$ cat src/inc/dma_pkg.sv
// Shared constants, state codes and carrier structs of the four-channel DMA controller.
// Assumes one byte-wide shared bus toward the core and plain configuration ports.
package dma_pkg;

  localparam int CHANNELS    = 4;
  localparam int CH_W        = 2;
  localparam int MEM_CHANNEL = 3;
  localparam int CNT_W       = 8;
  localparam int ADDR_W      = 17;
  localparam int DATA_W      = 8;
  localparam int TO_W        = 6;
  localparam int LVL_W       = 2;
  localparam int BUF_DEPTH   = 2;

  localparam logic [LVL_W-1:0]  LVL_LOW       = 2'h0;
  localparam logic [LVL_W-1:0]  LVL_MEDIUM    = 2'h1;
  localparam logic [LVL_W-1:0]  LVL_HIGH      = 2'h2;
  localparam logic [LVL_W-1:0]  LVL_VERY_HIGH = 2'h3;
  localparam logic [CNT_W-1:0]  CNT_RESET     = 8'h00;
  localparam logic [ADDR_W-1:0] ADDR_RESET    = 17'h00000;
  localparam logic [ADDR_W-1:0] STEP_BYTE     = 17'h00001;
  localparam logic [ADDR_W-1:0] STEP_WORD     = 17'h00002;
  localparam logic [TO_W-1:0]   TO_OFF        = 6'h00;

  typedef enum logic [3:0] {
    ST_IDLE = 4'h1,
    ST_RD   = 4'h2,
    ST_WR   = 4'h4,
    ST_UPD  = 4'h8
  } dma_state_t;

  typedef struct packed {
    logic              enable;
    logic [LVL_W-1:0]  priority_level_field;
    logic              transfer_size_bit;
    logic              memory_step_direction;
    logic              auto_reload_bit;
    logic              to_periph;
    logic              mem_to_mem;
    logic              half_done_irq_enable;
    logic              all_done_irq_enable;
    logic [CNT_W-1:0]  count;
    logic [ADDR_W-1:0] periph_addr;
    logic [ADDR_W-1:0] mem0_addr;
    logic [ADDR_W-1:0] mem1_addr;
  } chan_cfg_t;

  typedef struct packed {
    logic              req;
    logic              we;
    logic              hi_prio;
    logic              lock;
    logic [ADDR_W-1:0] addr;
    logic [DATA_W-1:0] wdata;
  } bus_cmd_t;

endpackage : dma_pkg

$ cat src/rtl/byte_buffer.sv
// Small FIFO between the read and write halves of a transfer.
// Assumes the filler honours in_ready_o and the drainer honours out_valid_o.
module byte_buffer
  import dma_pkg::*;
#(
  parameter int WIDTH = DATA_W,
  parameter int DEPTH = BUF_DEPTH
) (
  input  wire logic             core_clk_i,
  input  wire logic             arst_n_i,
  input  wire logic             in_valid_i,
  output logic                  in_ready_o,
  input  wire logic [WIDTH-1:0] in_data_i,
  output logic                  out_valid_o,
  input  wire logic             out_ready_i,
  output logic      [WIDTH-1:0] out_data_o
);
  localparam int PW = $clog2(DEPTH);

  logic [WIDTH-1:0] mem_q [DEPTH];
  logic [PW-1:0]    wr_q;
  logic [PW-1:0]    rd_q;
  logic [PW:0]      fill_q;
  logic             push;
  logic             pop;

  assign in_ready_o  = (fill_q != (PW+1)'(DEPTH));
  assign out_valid_o = (fill_q != '0);
  assign out_data_o  = mem_q[rd_q];
  assign push        = in_valid_i & in_ready_o;
  assign pop         = out_ready_i & out_valid_o;

  always_ff @(posedge core_clk_i) begin
    if (push) begin
      mem_q[wr_q] <= in_data_i;
    end
  end

  always_ff @(posedge core_clk_i or negedge arst_n_i) begin
    if (!arst_n_i) begin
      wr_q   <= '0;
      rd_q   <= '0;
      fill_q <= '0;
    end else begin
      if (push) begin
        wr_q <= (wr_q == PW'(DEPTH-1)) ? '0 : wr_q + 1'b1;
      end
      if (pop) begin
        rd_q <= (rd_q == PW'(DEPTH-1)) ? '0 : rd_q + 1'b1;
      end
      fill_q <= fill_q + (PW+1)'(push) - (PW+1)'(pop);
    end
  end

endmodule : byte_buffer

$ cat src/rtl/dma_controller.sv
// Four-channel DMA controller: arbiter, transfer sequencer, pointers, counts and flags.
// Assumes a byte-wide core bus granting one access per bus_gnt_i pulse, read data valid then.
// Notes on behaviour
// - Four channels; channel 3 alone may copy memory area 0 to area 1.
// - Each channel counts up to 255 items, minus one per completed transfer.
// - Two-bit level per channel picks very high, high, medium or low first.
// - Equal levels: the lower channel number wins.
// - Pending requests wait until all higher-priority ones are served.
// - A very high channel always asks the core for priority over the CPU.
// - Six-bit timeout of wait cycles after a request raises high-priority access.
// - Accessing a requesting peripheral sends it a one-cycle acknowledge.
// - Memory copy ignores requests, starts once enabled, stops at zero count.
// - 16-bit transfer: read even, read odd, write even, write odd.
// - The two reads and the two writes are never split by other accesses.
// - Memory pointer steps up or down per direction bit, copy source always up; peripheral address fixed.
// - Pointer moves one per byte, two per 16-bit transfer.
// - First transfer uses exactly the loaded peripheral and memory addresses.
// - Without auto reload, a channel at zero count serves no more requests.
// - Half the data moved sets the half flag; interrupt if enabled.
// - Count complete sets the done flag; interrupt if enabled.
// - Both flags ORed into one interrupt line per channel.
// - Channel enable plus global enable lets a channel serve its peripherals.
// - Auto reload restores the programmed count at zero and keeps serving, except in memory copy.
module dma_controller
  import dma_pkg::*;
(
  input  wire logic                                core_clk_i,
  input  wire logic                                arst_n_i,
  input  wire logic                                global_on_bit_i,
  input  wire logic [TO_W-1:0]                     bus_priority_timeout_i,
  input  wire chan_cfg_t [CHANNELS-1:0]            cfg_i,
  input  wire logic [CHANNELS-1:0]                 cfg_load_i,
  input  wire logic [CHANNELS-1:0]                 periph_req_i,
  output logic      [CHANNELS-1:0]                 periph_ack_o,
  output bus_cmd_t                                 bus_o,
  input  wire logic                                bus_gnt_i,
  input  wire logic [DATA_W-1:0]                   bus_rdata_i,
  output logic      [CHANNELS-1:0][CNT_W-1:0]      remaining_count_o,
  input  wire logic [CHANNELS-1:0]                 half_clear_i,
  input  wire logic [CHANNELS-1:0]                 done_clear_i,
  output logic      [CHANNELS-1:0]                 half_done_flag_o,
  output logic      [CHANNELS-1:0]                 all_done_flag_o,
  output logic      [CHANNELS-1:0]                 irq_o
);

  dma_state_t                     state_q;
  bus_cmd_t                       bus_q;
  logic [CHANNELS-1:0][CNT_W-1:0] cnt_q;
  logic [ADDR_W-1:0]              periph_q [CHANNELS];
  logic [ADDR_W-1:0]              mem0_q   [CHANNELS];
  logic [ADDR_W-1:0]              mem1_q;
  logic [CH_W-1:0]                chan_q;
  logic                           wide_q;
  logic                           idx_q;
  logic                           m2m_q;
  logic                           ack_on_rd_q;
  logic [ADDR_W-1:0]              src_q;
  logic [ADDR_W-1:0]              dst_q;
  logic [CHANNELS-1:0]            ack_q;
  logic [CHANNELS-1:0]            half_q;
  logic [CHANNELS-1:0]            done_q;
  logic [CHANNELS-1:0]            irq_q;
  logic [TO_W-1:0]                wait_q;

  logic [CHANNELS-1:0]            pend;
  logic                           any;
  logic [CH_W-1:0]                win;
  logic [LVL_W-1:0]               win_lvl;
  logic                           buf_in_ready;
  logic                           buf_out_valid;
  logic [DATA_W-1:0]              buf_out_data;
  logic                           rd_done;
  logic                           wr_done;
  logic [ADDR_W-1:0]              step;
  logic [CNT_W-1:0]               cnt_dec;
  logic                           upd_half;
  logic                           upd_done;
  logic                           vh_hold;
  logic                           stall_escalate;

  assign bus_o             = bus_q;
  assign periph_ack_o      = ack_q;
  assign remaining_count_o = cnt_q;
  assign half_done_flag_o  = half_q;
  assign all_done_flag_o   = done_q;
  assign irq_o             = irq_q;

  assign rd_done  = (state_q == ST_RD) & bus_q.req & bus_gnt_i;
  assign wr_done  = (state_q == ST_WR) & bus_q.req & bus_gnt_i;
  assign step     = wide_q ? STEP_WORD : STEP_BYTE;
  assign cnt_dec  = cnt_q[chan_q] - 1'b1;
  assign upd_half = (state_q == ST_UPD) & (cnt_dec == (cfg_i[chan_q].count >> 1));
  assign upd_done = (state_q == ST_UPD) & (cnt_dec == CNT_RESET);

  // Very high level is held for the whole transfer, so the first access already carries it
  assign vh_hold = (state_q == ST_IDLE)
                 ? (any & (cfg_i[win].priority_level_field == LVL_VERY_HIGH))
                 : ((state_q != ST_UPD) & (cfg_i[chan_q].priority_level_field == LVL_VERY_HIGH));
  assign stall_escalate = bus_q.req & ~bus_gnt_i & (bus_priority_timeout_i != TO_OFF)
                        & (wait_q >= bus_priority_timeout_i);

  // Two-stage arbiter: level first, then lowest channel number
  always_comb begin
    pend    = '0;
    any     = 1'b0;
    win     = '0;
    win_lvl = LVL_LOW;
    for (int c = 0; c < CHANNELS; c++) begin
      pend[c] = global_on_bit_i & cfg_i[c].enable & (cnt_q[c] != CNT_RESET)
              & (((c == MEM_CHANNEL) & cfg_i[c].mem_to_mem) | periph_req_i[c]);
      // Strict greater-than: on a tie the lower channel number, seen first, keeps the win
      if (pend[c] && (!any || cfg_i[c].priority_level_field > win_lvl)) begin
        any     = 1'b1;
        win     = CH_W'(c);
        win_lvl = cfg_i[c].priority_level_field;
      end
    end
  end

  // Read bytes wait here until the write half drains them; a wide read ends after one byte when it is full
  byte_buffer #(
    .WIDTH (DATA_W),
    .DEPTH (BUF_DEPTH)
  ) u_buf (
    .core_clk_i  (core_clk_i),
    .arst_n_i    (arst_n_i),
    .in_valid_i  (rd_done),
    .in_ready_o  (buf_in_ready),
    .in_data_i   (bus_rdata_i),
    .out_valid_o (buf_out_valid),
    .out_ready_i (wr_done),
    .out_data_o  (buf_out_data)
  );

  // Transfer sequencer and bus command
  always_ff @(posedge core_clk_i or negedge arst_n_i) begin
    if (!arst_n_i) begin
      state_q     <= ST_IDLE;
      bus_q       <= '0;
      chan_q      <= '0;
      wide_q      <= 1'b0;
      idx_q       <= 1'b0;
      m2m_q       <= 1'b0;
      ack_on_rd_q <= 1'b0;
      src_q       <= ADDR_RESET;
      dst_q       <= ADDR_RESET;
    end else begin
      bus_q.hi_prio <= vh_hold | stall_escalate;
      unique case (state_q)
        ST_IDLE: begin
          if (any) begin
            chan_q      <= win;
            wide_q      <= cfg_i[win].transfer_size_bit;
            idx_q       <= 1'b0;
            m2m_q       <= (win == CH_W'(MEM_CHANNEL)) & cfg_i[win].mem_to_mem;
            ack_on_rd_q <= ~cfg_i[win].to_periph;
            if ((win == CH_W'(MEM_CHANNEL)) & cfg_i[win].mem_to_mem) begin
              src_q <= mem0_q[win];
              dst_q <= mem1_q;
            end else if (cfg_i[win].to_periph) begin
              src_q <= mem0_q[win];
              dst_q <= periph_q[win];
            end else begin
              src_q <= periph_q[win];
              dst_q <= mem0_q[win];
            end
            bus_q.addr <= cfg_i[win].to_periph | ((win == CH_W'(MEM_CHANNEL))
                          & cfg_i[win].mem_to_mem) ? mem0_q[win] : periph_q[win];
            bus_q.we   <= 1'b0;
            bus_q.req  <= 1'b1;
            bus_q.lock <= 1'b1;
            state_q    <= ST_RD;
          end
        end
        ST_RD: begin
          // A wide read keeps the request up and only moves the address to the odd byte
          if (rd_done) begin
            if (wide_q && !idx_q && buf_in_ready) begin
              idx_q      <= 1'b1;
              bus_q.addr <= src_q + STEP_BYTE;
            end else begin
              idx_q     <= 1'b0;
              bus_q.req <= 1'b0;
              state_q   <= ST_WR;
            end
          end
        end
        ST_WR: begin
          if (wr_done) begin
            bus_q.req <= 1'b0;
            if (wide_q && !idx_q) begin
              idx_q <= 1'b1;
            end else begin
              state_q <= ST_UPD;
            end
          end else if (!bus_q.req && buf_out_valid) begin
            // Write half always drains even byte first, then odd
            bus_q.req   <= 1'b1;
            bus_q.we    <= 1'b1;
            bus_q.addr  <= idx_q ? dst_q + STEP_BYTE : dst_q;
            bus_q.wdata <= buf_out_data;
          end
        end
        ST_UPD: begin
          bus_q.lock <= 1'b0;
          bus_q.we   <= 1'b0;
          state_q    <= ST_IDLE;
        end
        default: begin
          state_q <= ST_IDLE;
          bus_q   <= '0;
        end
      endcase
    end
  end

  // Cycles spent waiting for a grant since the last request
  // Saturates, so a very long stall keeps the escalation asserted
  always_ff @(posedge core_clk_i or negedge arst_n_i) begin
    if (!arst_n_i) begin
      wait_q <= TO_OFF;
    end else if (!bus_q.req || bus_gnt_i) begin
      wait_q <= TO_OFF;
    end else if (wait_q != {TO_W{1'b1}}) begin
      wait_q <= wait_q + 1'b1;
    end
  end

  // One-cycle acknowledge on the first peripheral-side access of a transfer
  always_ff @(posedge core_clk_i or negedge arst_n_i) begin
    if (!arst_n_i) begin
      ack_q <= '0;
    end else begin
      ack_q <= '0;
      if (!m2m_q && !idx_q && ((rd_done && ack_on_rd_q) || (wr_done && !ack_on_rd_q))) begin
        ack_q[chan_q] <= 1'b1;
      end
    end
  end

  // Counts and pointers; a load copies the programmed values in
  always_ff @(posedge core_clk_i or negedge arst_n_i) begin
    if (!arst_n_i) begin
      cnt_q  <= '0;
      mem1_q <= ADDR_RESET;
      for (int c = 0; c < CHANNELS; c++) begin
        periph_q[c] <= ADDR_RESET;
        mem0_q[c]   <= ADDR_RESET;
      end
    end else begin
      // Reload restores the count only; the pointers carry on from where they stopped
      if (state_q == ST_UPD) begin
        if (cnt_dec != CNT_RESET) begin
          cnt_q[chan_q] <= cnt_dec;
        end else if (cfg_i[chan_q].auto_reload_bit && !m2m_q) begin
          cnt_q[chan_q] <= cfg_i[chan_q].count;
        end else begin
          cnt_q[chan_q] <= CNT_RESET;
        end
        if (m2m_q) begin
          mem0_q[chan_q] <= mem0_q[chan_q] + step;  // Copy source always counts up
          mem1_q <= cfg_i[chan_q].memory_step_direction ? mem1_q - step : mem1_q + step;
        end else begin
          mem0_q[chan_q] <= cfg_i[chan_q].memory_step_direction ?
                            mem0_q[chan_q] - step : mem0_q[chan_q] + step;
        end
      end
      // A load during this channel's own update overrides that update; software loads while disabled
      for (int c = 0; c < CHANNELS; c++) begin
        if (cfg_load_i[c]) begin
          cnt_q[c]    <= cfg_i[c].count;
          periph_q[c] <= cfg_i[c].periph_addr;
          mem0_q[c]   <= cfg_i[c].mem0_addr;
          if (c == MEM_CHANNEL) begin
            mem1_q <= cfg_i[c].mem1_addr;
          end
        end
      end
    end
  end

  // Event flags: a set in the same cycle as a clear wins
  always_ff @(posedge core_clk_i or negedge arst_n_i) begin
    if (!arst_n_i) begin
      half_q <= '0;
      done_q <= '0;
      irq_q  <= '0;
    end else begin
      for (int c = 0; c < CHANNELS; c++) begin
        half_q[c] <= (upd_half & (chan_q == CH_W'(c))) | (half_q[c] & ~half_clear_i[c]);
        done_q[c] <= (upd_done & (chan_q == CH_W'(c))) | (done_q[c] & ~done_clear_i[c]);
        irq_q[c]  <= (half_q[c] & cfg_i[c].half_done_irq_enable)
                   | (done_q[c] & cfg_i[c].all_done_irq_enable);
      end
    end
  end

endmodule : dma_controller

$ cat config.mk
export PLATFORM = sky130hd
export DESIGN_NAME = dma_controller
export DESIGN_NICKNAME = d
export VERILOG_FILES = /design/src/inc/dma_pkg.sv /design/src/rtl/byte_buffer.sv /design/src/rtl/dma_controller.sv
export SDC_FILE = /design/constraint.sdc
export NUM_CORES = 1
export LEC_CHECK = 0
export BUFFER_PORTS_ARGS = -buffer_cell sky130_fd_sc_hd__buf_4
export CAP_MARGIN = 20
export CORE_MARGIN = 5
export CORE_UTILIZATION = 32
export CTS_BUF_LIST = sky130_fd_sc_hd__clkbuf_16
export CTS_CLUSTER_DIAMETER = 80
export DETAILED_ROUTE_END_ITERATION = 7
export PLACE_DENSITY_LB_ADDON = 0.05
export SKIP_CTS_REPAIR_TIMING = 1
export SLEW_MARGIN = 5
export SYNTH_ARGS = -nofsm -noshare
export SYNTH_HDL_FRONTEND = slang
export SYNTH_HIERARCHICAL = 1
export SYNTH_SLANG_ARGS = --single-unit
$ cat constraint.sdc
create_clock -name core_clk_i -period 15.8 [get_ports core_clk_i]
set_clock_uncertainty 0.05 [all_clocks]
set_input_delay 3.95 -clock core_clk_i [delete_from_list [all_inputs] [get_ports core_clk_i]]
set_output_delay 3.95 -clock core_clk_i [all_outputs]
set_load 0.1 [all_outputs]
# After elaboration in Yosys (flattened, before gate mapping)
# Memories as Yosys holds them, arrays and structs flattened.
# Index checks and enable logic that the tools add are counted.
# op_classes
add_sub_neg	12
n_lt_le_gt_ge	10
n_eq_ne	24
n_mux	97
bitwise_logic	83
n_reduce_logical	53
# ops
operator	count
2-to-1 mux 17 bit	24
binary-select mux 69 bit (select 2 bit)	2
2-to-1 mux 68 bit	4
bitwise mux 68 bit	2
binary-select mux 17 bit (select 2 bit)	3
2-to-1 mux 32 bit	3
one-hot mux 17 bit (4 select lines)	1
bitwise mux 32 bit	2
bitwise AND 1 bit	50
2-to-1 mux 25 bit	2
2-to-1 mux 8 bit	6
nonzero test 8 bit	5
adder 17 x 1 -> 17 bit (second input constant)	2
adder 17 x 2 -> 17 bit	2
demux 17 bit (select 2 bit)	1
subtractor 17 x 2 -> 17 bit	2
bitwise AND 32 bit	1
NOT 32 bit	1
2-to-1 mux 4 bit	6
2-to-1 mux 1 bit	21
2-to-1 mux 18 bit	1
binary-select mux 8 bit (select 2 bit)	1
demux 8 bit (select 2 bit)	1
2-to-1 mux 2 bit	8
other kinds (49)	128
# word_totals
reg_bits	284
mem_bits_rw	16
input_bits	310
out_inout_bits	77
mem_count	1
# mem_list
memory	words	word_bits	read_ports	rd_clocked_by_memory_dff	write_ports	line_no	text
u_buf.mem_q	2	8	1	0	1	byte_buffer.sv:20	logic [WIDTH-1:0] mem_q [DEPTH];

# Depth between registers and ports, before layout
# Gate-level depths: netlist of run 1.
# depth
depth_word	23
mapped_depth	30
ltp_nobuf	26

# Modules after synthesis
# Netlist of run 1, hierarchy kept.
# by_module_without_submodules
module	instances	cells_each	area_each_um2
dma_controller	1	1806	17189.0
byte_buffer	1	47	809.5

# Worst setup path before layout of run 1
# No wires, ideal clock.
# synth_path
path_kind	in2reg
startpoint	input port periph_req_i[0]
endpoint	register dst_q[10]
setup_ns	0.083
arrival_time_ns	9.300
path_slack_ns	6.368
stages	27
n_path_buf	3
path_cell_list	nand3_1 a31oi_1 nand2_1 ha_1 nor2b_1 o21ai_0 a21oi_1 mux2_2 ha_1 nor2b_1 a2bb2oi_1 o21bai_1 and2_1 clkbuf_1 clkbuf_1 nor2_1 a21oi_1 ha_1 nand2_1 o21ai_0 o21ai_0 a22oi_1 or3_1 o211ai_1 buf_2 mux2_2 o21ai_0
# synth_via
elab_chain_len	20
word_cells_on_any_way	37
cone_classes	order compare (3); eq/ne (1); mux (20); bitwise (3); reduce/logical (10)
# synth_rtl
item	line_no	text
start, declared	dma_controller.sv:33	input wire logic [CHANNELS-1:0] periph_req_i,
bitwise AND 1 bit *	dma_controller.sv:110	& (((c == MEM_CHANNEL) & cfg_i[c].mem_to_mem) | periph_req_i[c]);
2-to-1 mux 2 bit or 2-to-1 mux 1 bit (tied branches)	dma_controller.sv:112	if (pend[c] && (!any || cfg_i[c].priority_level_field > win_lvl)) begin
greater-than comparator 2 bit or logical NOT 1 bit (tied branches)	dma_controller.sv:112	
logical OR 1 bit	dma_controller.sv:112	
logical AND 1 bit	dma_controller.sv:112	
2-to-1 mux 2 bit or 2-to-1 mux 1 bit (tied branches)	dma_controller.sv:112	
greater-than comparator 2 bit or logical NOT 1 bit (tied branches)	dma_controller.sv:112	
logical OR 1 bit	dma_controller.sv:112	
(+3 left out)	-	
logical OR 1 bit	dma_controller.sv:112	
logical AND 1 bit	dma_controller.sv:112	
2-to-1 mux 2 bit	dma_controller.sv:112	
NOT 2 -> 3 bit (implied by the code)	dma_controller.sv:162, dma_controller.sv:165	
binary-select mux 17 bit (select 2 bit), on equally long branches	dma_controller.sv:165, dma_controller.sv:162	
2-to-1 mux 17 bit, on equally long branches (2 in a row)	dma_controller.sv:165, dma_controller.sv:162	
2-to-1 mux 17 bit	dma_controller.sv:160	end else if (cfg_i[win].to_periph) begin
2-to-1 mux 17 bit	dma_controller.sv:157	if ((win == CH_W'(MEM_CHANNEL)) & cfg_i[win].mem_to_mem) begin
end signal, assigned	dma_controller.sv:159	dst_q <= mem1_q;
end signal, assigned	dma_controller.sv:162	dst_q <= periph_q[win];
end signal, assigned	dma_controller.sv:165	dst_q <= mem0_q[win];
end, declared	dma_controller.sv:58	logic [ADDR_W-1:0] dst_q;
# Mark *: on every way between the ends. The rest lies on a longest branch, timed or not. The select of a mux whose other input is x is not followed.
# A chain may end at the register's enable or synchronous reset.

# Worst setup path after layout of run 1
# layout_path
startpoint	input port global_on_bit_i
endpoint	register bus_q (netlist bit bus_o[16])
# layout_via
elab_chain_len	23
word_cells_on_any_way	51
cone_classes	order compare (3); eq/ne (2); mux (21); bitwise (15); reduce/logical (10)
# layout_rtl
item	line_no	text
start, declared	dma_controller.sv:29	input wire logic global_on_bit_i,
bitwise AND 1 bit (2 in a row)	dma_controller.sv:109	pend[c] = global_on_bit_i & cfg_i[c].enable & (cnt_q[c] != CNT_RESET)
bitwise AND 1 bit	dma_controller.sv:110	
2-to-1 mux 2 bit or 2-to-1 mux 1 bit (tied branches)	dma_controller.sv:112	
greater-than comparator 2 bit or logical NOT 1 bit (tied branches)	dma_controller.sv:112	
logical OR 1 bit	dma_controller.sv:112	
logical AND 1 bit	dma_controller.sv:112	
2-to-1 mux 2 bit or 2-to-1 mux 1 bit (tied branches)	dma_controller.sv:112	
greater-than comparator 2 bit or logical NOT 1 bit (tied branches)	dma_controller.sv:112	
(+6 left out)	-	
2-to-1 mux 2 bit	dma_controller.sv:112	
binary-select mux 69 bit (select 2 bit) or NOT 2 -> 3 bit (tied branches)	dma_controller.sv:167, dma_controller.sv:168	
2-to-1 mux 68 bit (implied by the code) or binary-select mux 17 bit (select 2 bit) (tied branches)	dma_controller.sv:168	& cfg_i[win].mem_to_mem) ? mem0_q[win] : periph_q[win];
bitwise AND 1 bit or 2-to-1 mux 17 bit (tied branches)	dma_controller.sv:168	
bitwise OR 1 bit or 2-to-1 mux 17 bit (tied branches)	dma_controller.sv:167, dma_controller.sv:168	
2-to-1 mux 17 bit	dma_controller.sv:168	
2-to-1 mux 18 bit	dma_controller.sv:151	if (any) begin
one-hot mux 17 bit (4 select lines)	dma_controller.sv:149	unique case (state_q)
end, declared	dma_controller.sv:47	bus_cmd_t bus_q;
# Several ways; a longest one is shown, not always the timed one. The select of a mux whose other input is x is not followed.

==> results.sh, run 1 <==
export IMPL_muxShareOfSynthArea_pct=16.26
export IMPL_dieArea_mm2=0.06109
export IMPL_ys_async_sr_fraction_pct=94.67
export IMPL_p_leak_nw=9.801
export IMPL_cts_buffers=39
export IMPL_path_clk_slew_ns=0.06
export IMPL_ys_types=76
export IMPL_powerDensity_mw_per_mm2=154.8
export IMPL_firstDrtPassIters=5
export IMPL_critPathKind="input pin to flop"
export IMPL_post_route_min_period_ns=10.03
export IMPL_synth_simple_area_share_pct=14.01
export IMPL_yosys_area_share_xor_xnor_pct=3.545
export IMPL_mappedNetlistArea_mm2=0.01800
export IMPL_p_total_mw=3.484
export IMPL_synth_adder_area_share_pct=2.975
export IMPL_yosysSeqAreaShare_pct=42.16
export IMPL_r2r_cells=25
export IMPL_syn2layout_area_growth_pct=25.03
export IMPL_synth_common_cells="nand2_1, dfrtp_1, o21ai_0"
export IMPL_synthFlopType="dfrtp_1"
export IMPL_yosysTopAreaCell="dfrtp_1"
export IMPL_post_drt_wl_per_cell_um=23.41
export IMPL_pwr_share_clk_pct=24.2
export IMPL_wl_met1_mm=30.46
export IMPL_design_area_mm2=0.02250
export IMPL_dr_max_layer_used="met5"
export IMPL_end_kind="flop"
export IMPL_pwr_share_comb_pct=45.1
export IMPL_synth_area_leaders="dfrtp_1, mux2_2, nand2_1, mux2i_1, o21ai_0"
export IMPL_wl_met3_mm=4.975
export IMPL_startpoint="global_on_bit_i"
export IMPL_fmax_ghz=0.09974
export IMPL_route_met2_wl_mm=30.86
export IMPL_grt_use_total_pct=21.88
export IMPL_dp_hpwl_mm=49.23
export IMPL_cts_sinks=300
export IMPL_die_y_um=247.2
export IMPL_num_vias=15720
export IMPL_syn_area_per_cell_um2=9.713
export IMPL_synthCells=1853
export IMPL_coreArea_mm2=0.05606
export IMPL_slew_headroom_pct=31.13
export IMPL_grt_setup_unrepaired="false"
export IMPL_outcome="finished clean"
export IMPL_drtIter0Drc=911
export IMPL_overflow=0
export IMPL_cellInternalPower_mw=1.955
export IMPL_setup_violations=0
export IMPL_grt_pass1_vias=16130
export IMPL_reg2reg_slack_ns=8.69
export IMPL_multi_input_area_mm2=0.009869
export IMPL_viasPerCell=5.359
export IMPL_switching_share_pct=43.89
export IMPL_whs_ns=0.4303
export IMPL_cts_root_buffer="clkbuf_16"
export IMPL_synth_most_common_cell="nand2_1"
export IMPL_max_cap_violations=0
export IMPL_finalCritPeriodShare_pct=63.45
export IMPL_rows=87
export IMPL_num_fill_cells=5622
export IMPL_cp_endpoint="bus_o[16]"
export IMPL_synth_compound_gate_area_share_pct=17.83
export IMPL_initial_core_util_pct=32.11
export IMPL_synth_edff_count=16
export IMPL_fin_tns_setup_ns=0
export IMPL_insertion_delay_ns=0.56
export IMPL_hold_violations=0
export IMPL_irDropWorstVdd_mv=0.07640
export IMPL_yosysWarnings=6
export IMPL_worst_pin_slew_ns=1.031
export IMPL_netlist_area_leader_share_pct=39.35
export IMPL_grt_antenna_before_repair=8
export IMPL_ys_seq_elements=300
export IMPL_gp_congestion=0.8700
export IMPL_crit_fanout=37
export IMPL_ioPinCount=387
export IMPL_crit_path_start_kind="input pin"
export IMPL_synth_top_family_by_area="compound AO/OA/AOI/OAI gates"
export IMPL_r2r_start="remaining_count_o[0]"
export IMPL_route_detailed_drc=0
export IMPL_wirelength_mm=68.68
export IMPL_clockBufferDepth=3
export IMPL_syn_num_nets=2204
export IMPL_final_antenna_net_count=0
export IMPL_arrival_ns=10.45
export IMPL_final_nets=2499
export IMPL_hp_class="flop to flop"
export IMPL_placedInstanceArea_mm2=0.02127
export IMPL_cts_tree="built"
export IMPL_r2r_end="bus_o[16]"
export IMPL_drive_gt1_share_pct=27.00
export IMPL_seqCellArea_mm2=0.007591
export IMPL_final_max_slew_viol_count=0
export IMPL_grt_max_degree=124
export IMPL_portBuffers=332
export IMPL_cts_htree_levels=2
export IMPL_grt_pass1_wl_mm=102.5
export IMPL_fp_dieW_um=247.2
export IMPL_switchingPower_mw=1.529
export IMPL_required_ns=16.22
export IMPL_pwr_share_seq_pct=30.7
[per-stage QoR]
| stage | util, % | instances | setup WS [ns] |
|---|---|---|---|
| 4_1_cts | 40.02 | 2928 | 5.772 |
| 5_1_grt | 40.12 | 2930 | 5.144 |
| 3_5_place_dp | 37.94 | 2861 | 5.201 |
| 6_report | 40.14 | 2934 | 5.774 |
| 3_3_place_gp | 37.94 | 2861 | 5.248 |
| 2_1_floorplan | - | 1853 | 6.368 |
[cells in the final DEF (no fill, tap or decap), types with 30 or more instances in the layout]
cell | netlist | final
a21oi_1 | 82 | 82
buf_4 | 0 | 357
mux2i_1 | 88 | 88
nand2_1 | 284 | 282
xnor2_1 | 45 | 45
clkbuf_16 | 0 | 39
nor2b_1 | 30 | 30
inv_1 | 40 | 46
mux2_2 | 109 | 109
o21ai_0 | 171 | 171
mux4_2 | 34 | 34
ha_1 | 38 | 38
dfrtp_1 | 283 | 281
nor2_1 | 107 | 106
a22oi_1 | 59 | 59
[power groups by stage]
stage | Clock (mW) | Combinational (mW) | Sequential, mW
finish | 0.842 | 1.57 | 1.07
global route | 0.894 | 1.71 | 1.09
floorplan | 0 | 0.938 | 1.23
detailed placement | 0 | 1.57 | 1.08
global placement | 0 | 1.56 | 1.08
CTS | 0.868 | 1.58 | 1.07
[cell families after synthesis]
group,after synthesis
compound gates,502
xor+xnor,72
fa+ha+maj,41
buf+inv,147
flops,300
mux,233
simple gates,558
[worst min-delay path by stage]
stage,from,to,slack (ns),cells after the start
4_1_cts,bus_o[1],bus_o[1],0.43,2
6_report,bus_o[1],bus_o[1],0.43,2
5_1_grt,bus_o[1],bus_o[1],0.46,2
2_1_floorplan,u_buf/wr_q,u_buf/wr_q,0.41,1
3_5_place_dp,bus_o[1],bus_o[1],0.42,2
3_3_place_gp,bus_o[1],bus_o[1],0.41,2
[critical path: stages]
cell and delay [ns]:
buf_4 0.11, nand3_1 0.10, a31oi_1 0.60, nand2_1 0.18, ha_1 0.32, nor2b_1 0.13, o21ai_0 0.37, a21oi_1 0.19
o21a_1 0.26, ha_1 0.29, nor2b_1 0.14, a2bb2oi_1 0.34, o21bai_1 0.22, nand2_2 0.11, o21ai_0 0.22, ha_1 0.27
nor2b_1 0.13, o21ai_0 0.23, o31ai_1 0.18, nand2_2 0.75, nor2_1 0.14, a31oi_2 0.20, buf_4 0.34, mux2i_1 0.39
nand2_1 0.15, o211ai_1 0.12
[sequential cells by signal, indices dropped and copies added, names as in the netlist, 2 cells and up]
name,cells
all_done_flag_o,4
periph_q,68
chan_q,2
u_buf/fill_q,2
dst_q,17
state_q,4
src_q,17
mem1_q,17
mem0_q,68
periph_ack_o,4
wait_q,6
remaining_count_o,32
half_done_flag_o,4
bus_o,29
irq_o,4
u_buf/mem_q,16
[final cells by class]
| class | count | share of cell area, % |
|---|---|---|
| multi-input cells | 1406 | 43.86 |
| clock inverters | 28 | 0.8451 |
| diodes | 4 | 0.04448 |
| clock buffers | 39 | 4.337 |
| inverters | 40 | 0.6672 |
| repair buffers | 361 | 12.31 |
| well taps | 756 | 4.204 |
| flip-flops and latches | 300 | 33.73 |
[metal layers]
layer | up-vias | global-route usage (%)
li1 | 7343 | -
met1 | 7810 | 29.51
met2 | 460 | 34.40
met3 | 101 | 5.512
met4 | 8 | 7.417
met5 | - | 0
No activity file was read; power rests on OpenSTA's default activity.
==> run 2, diff against run 1 <==
- clock period: 15.8 -> 10.2 ns (I/O delays scaled with it)
==> results.sh, run 2 (synthesized netlist as in run 1, its figures left out) <==
export IMPL_outcome="finished clean"
export IMPL_clockBufferDepth=3
export IMPL_firstDrtPassIters=5
export IMPL_fp_dieW_um=247.2
export IMPL_post_route_min_period_ns=8.818
export IMPL_max_cap_violations=0
export IMPL_grt_antenna_before_repair=10
export IMPL_required_ns=10.62
export IMPL_cts_htree_levels=2
export IMPL_final_antenna_net_count=0
export IMPL_num_vias=15760
export IMPL_pre_cts_slack_ns=0.9048
export IMPL_cts_sinks=300
export IMPL_p_total_mw=5.472
export IMPL_drtIter0Drc=1028
export IMPL_die_y_um=247.2
export IMPL_gp_congestion=0.8802
export IMPL_utilization_pct=40.30
export IMPL_wirelength_mm=69.11
export IMPL_rows=87
export IMPL_route_detailed_drc=0
export IMPL_grt_setup_unrepaired="false"
export IMPL_grt_pass1_wl_mm=103.6
export IMPL_finalCritPeriodShare_pct=86.45
export IMPL_min_to="bus_o[2]"
export IMPL_p_leak_nw=9.876
export IMPL_hold_violations=0
export IMPL_drive_gt1_share_pct=26.97
export IMPL_cts_root_buffer="clkbuf_16"
export IMPL_portBuffers=332
export IMPL_r2r_cells=26
export IMPL_r2r_start="remaining_count_o[2]"
export IMPL_worstHoldStart="bus_o[2]"
export IMPL_path_clk_slew_ns=0.05
export IMPL_initial_core_util_pct=32.11
export IMPL_ioPinCount=387
export IMPL_setup_violations=0
export IMPL_end_kind="flop"
export IMPL_insertion_delay_ns=0.56
export IMPL_whs_ns=0.4286
export IMPL_overflow=0
export IMPL_num_fill_cells=5642
export IMPL_powerDensity_mw_per_mm2=242.2
export IMPL_arrival_ns=9.24
export IMPL_post_drt_wl_per_cell_um=23.48
export IMPL_final_max_slew_viol_count=0
export IMPL_layout_common_cells="buf_4, nand2_1, dfrtp_1"
export IMPL_fin_tns_setup_ns=0
export IMPL_setup_slack_ns=1.382
export IMPL_fmax_ghz=0.1134
export IMPL_grt_use_total_pct=22.23
export IMPL_crit_path_start_kind="input pin"
export IMPL_slew_headroom_pct=29.31
export IMPL_syn2layout_area_growth_pct=25.53
export IMPL_grt_max_degree=151
export IMPL_irDropWorstVdd_mv=0.1471
export IMPL_mostFrequentLayoutCell="buf_4"
export IMPL_r2r_end="bus_o[9]"
export IMPL_crit_fanout=10
export IMPL_cts_tree="built"
export IMPL_hp_class="flop to flop"
export IMPL_critPathKind="input pin to flop"
export IMPL_final_nets=2503
export IMPL_cts_buffers=41
export IMPL_dieArea_mm2=0.06109
export IMPL_reg2reg_slack_ns=2.89
export IMPL_worst_pin_slew_ns=1.057
export IMPL_holdPathStages=2
export IMPL_coreArea_mm2=0.05606
export IMPL_grt_pass1_vias=16510
export IMPL_dp_hpwl_mm=49.59
export IMPL_viasPerCell=5.356
==> run 2: changes by cell type in the layout (fill, tap and decap cells not counted) <==
cell	before	now
buf_12	1	2
buf_16	2	0
buf_4	357	360
clkbuf_16	39	43
clkinv_1	7	6
clkinv_2	8	6
clkinv_4	2	0
diode_2	4	3
inv_1	46	54
inv_6	1	2
nand2_1	282	283
nand2_2	5	4
==> run 2: routing by layer <==
layer / vias to the layer above / track usage (%) / wire [um]
met5: - / 0 / 103
met3: 126 / 5.793 / 5130
met2: 483 / 34.84 / 30630
li1: 7372 / - / -
met4: 14 / 7.811 / 2367
met1: 7769 / 29.83 / 30880
==> run 2: final cells by class <==
type	instances	area, um2	area share, %
tap	756	945.9	4.187
sequential	300	7591	33.60
multi-input combinational	1406	9867	43.67
clock inverter	32	197.7	0.8750
antenna	3	7.507	0.03323
clock buffer	43	1076	4.763
timing repair buffer	363	2758	12.21
inverter	40	150.1	0.6646
==> run 2: stage by stage <==
step | instance area [um2] | cells
global route | 22590 | 2940
CTS | 22570 | 2939
global placement | 21290 | 2864
finish | 22590 | 2943
floorplan | 18000 | 1853
detailed placement | 21290 | 2864
==> run 2: worst max-delay path: stages <==
cell and delay (ns):
buf_4 0.11, nand3_1 0.10, a31oi_1 0.65, nand2_1 0.17
ha_1 0.33, nor2b_1 0.14, o21ai_0 0.37, a21oi_1 0.19
o21a_1 0.26, ha_1 0.29, nor2b_1 0.13, a2bb2oi_1 0.31
o21bai_1 0.23, nand2_2 0.12, nand2_1 0.10, o21ai_0 0.09
ha_1 0.29, nor2b_1 0.13, o21ai_0 0.22, o21ai_0 0.12
a22oi_1 0.39, o21ai_0 0.25, a31oi_2 0.90, buf_4 0.36
mux2i_1 0.23, nand2_1 0.10, o211ai_1 0.09
==> run 2: worst max path at each step <==
| stage | startpoint | to | cells past startpoint |
|---|---|---|---|
| 2_1_floorplan | periph_req_i[0] | dst_q[10] | 27 |
| 3_3_place_gp | global_on_bit_i | bus_o[10] | 27 |
| 3_5_place_dp | global_on_bit_i | bus_o[21] | 27 |
| 4_1_cts | global_on_bit_i | bus_o[21] | 27 |
| 5_1_grt | global_on_bit_i | bus_o[24] | 27 |
| 6_report | global_on_bit_i | bus_o[9] | 27 |
==> run 2: report_power, final <==
part | switching (mW) | internal (mW) | leakage, nW | total, mW
Clock | 0.569 | 0.809 | 0.675 | 1.38
Combinational | 1.57 | 0.878 | 5.56 | 2.45
Sequential | 0.237 | 1.41 | 3.65 | 1.65
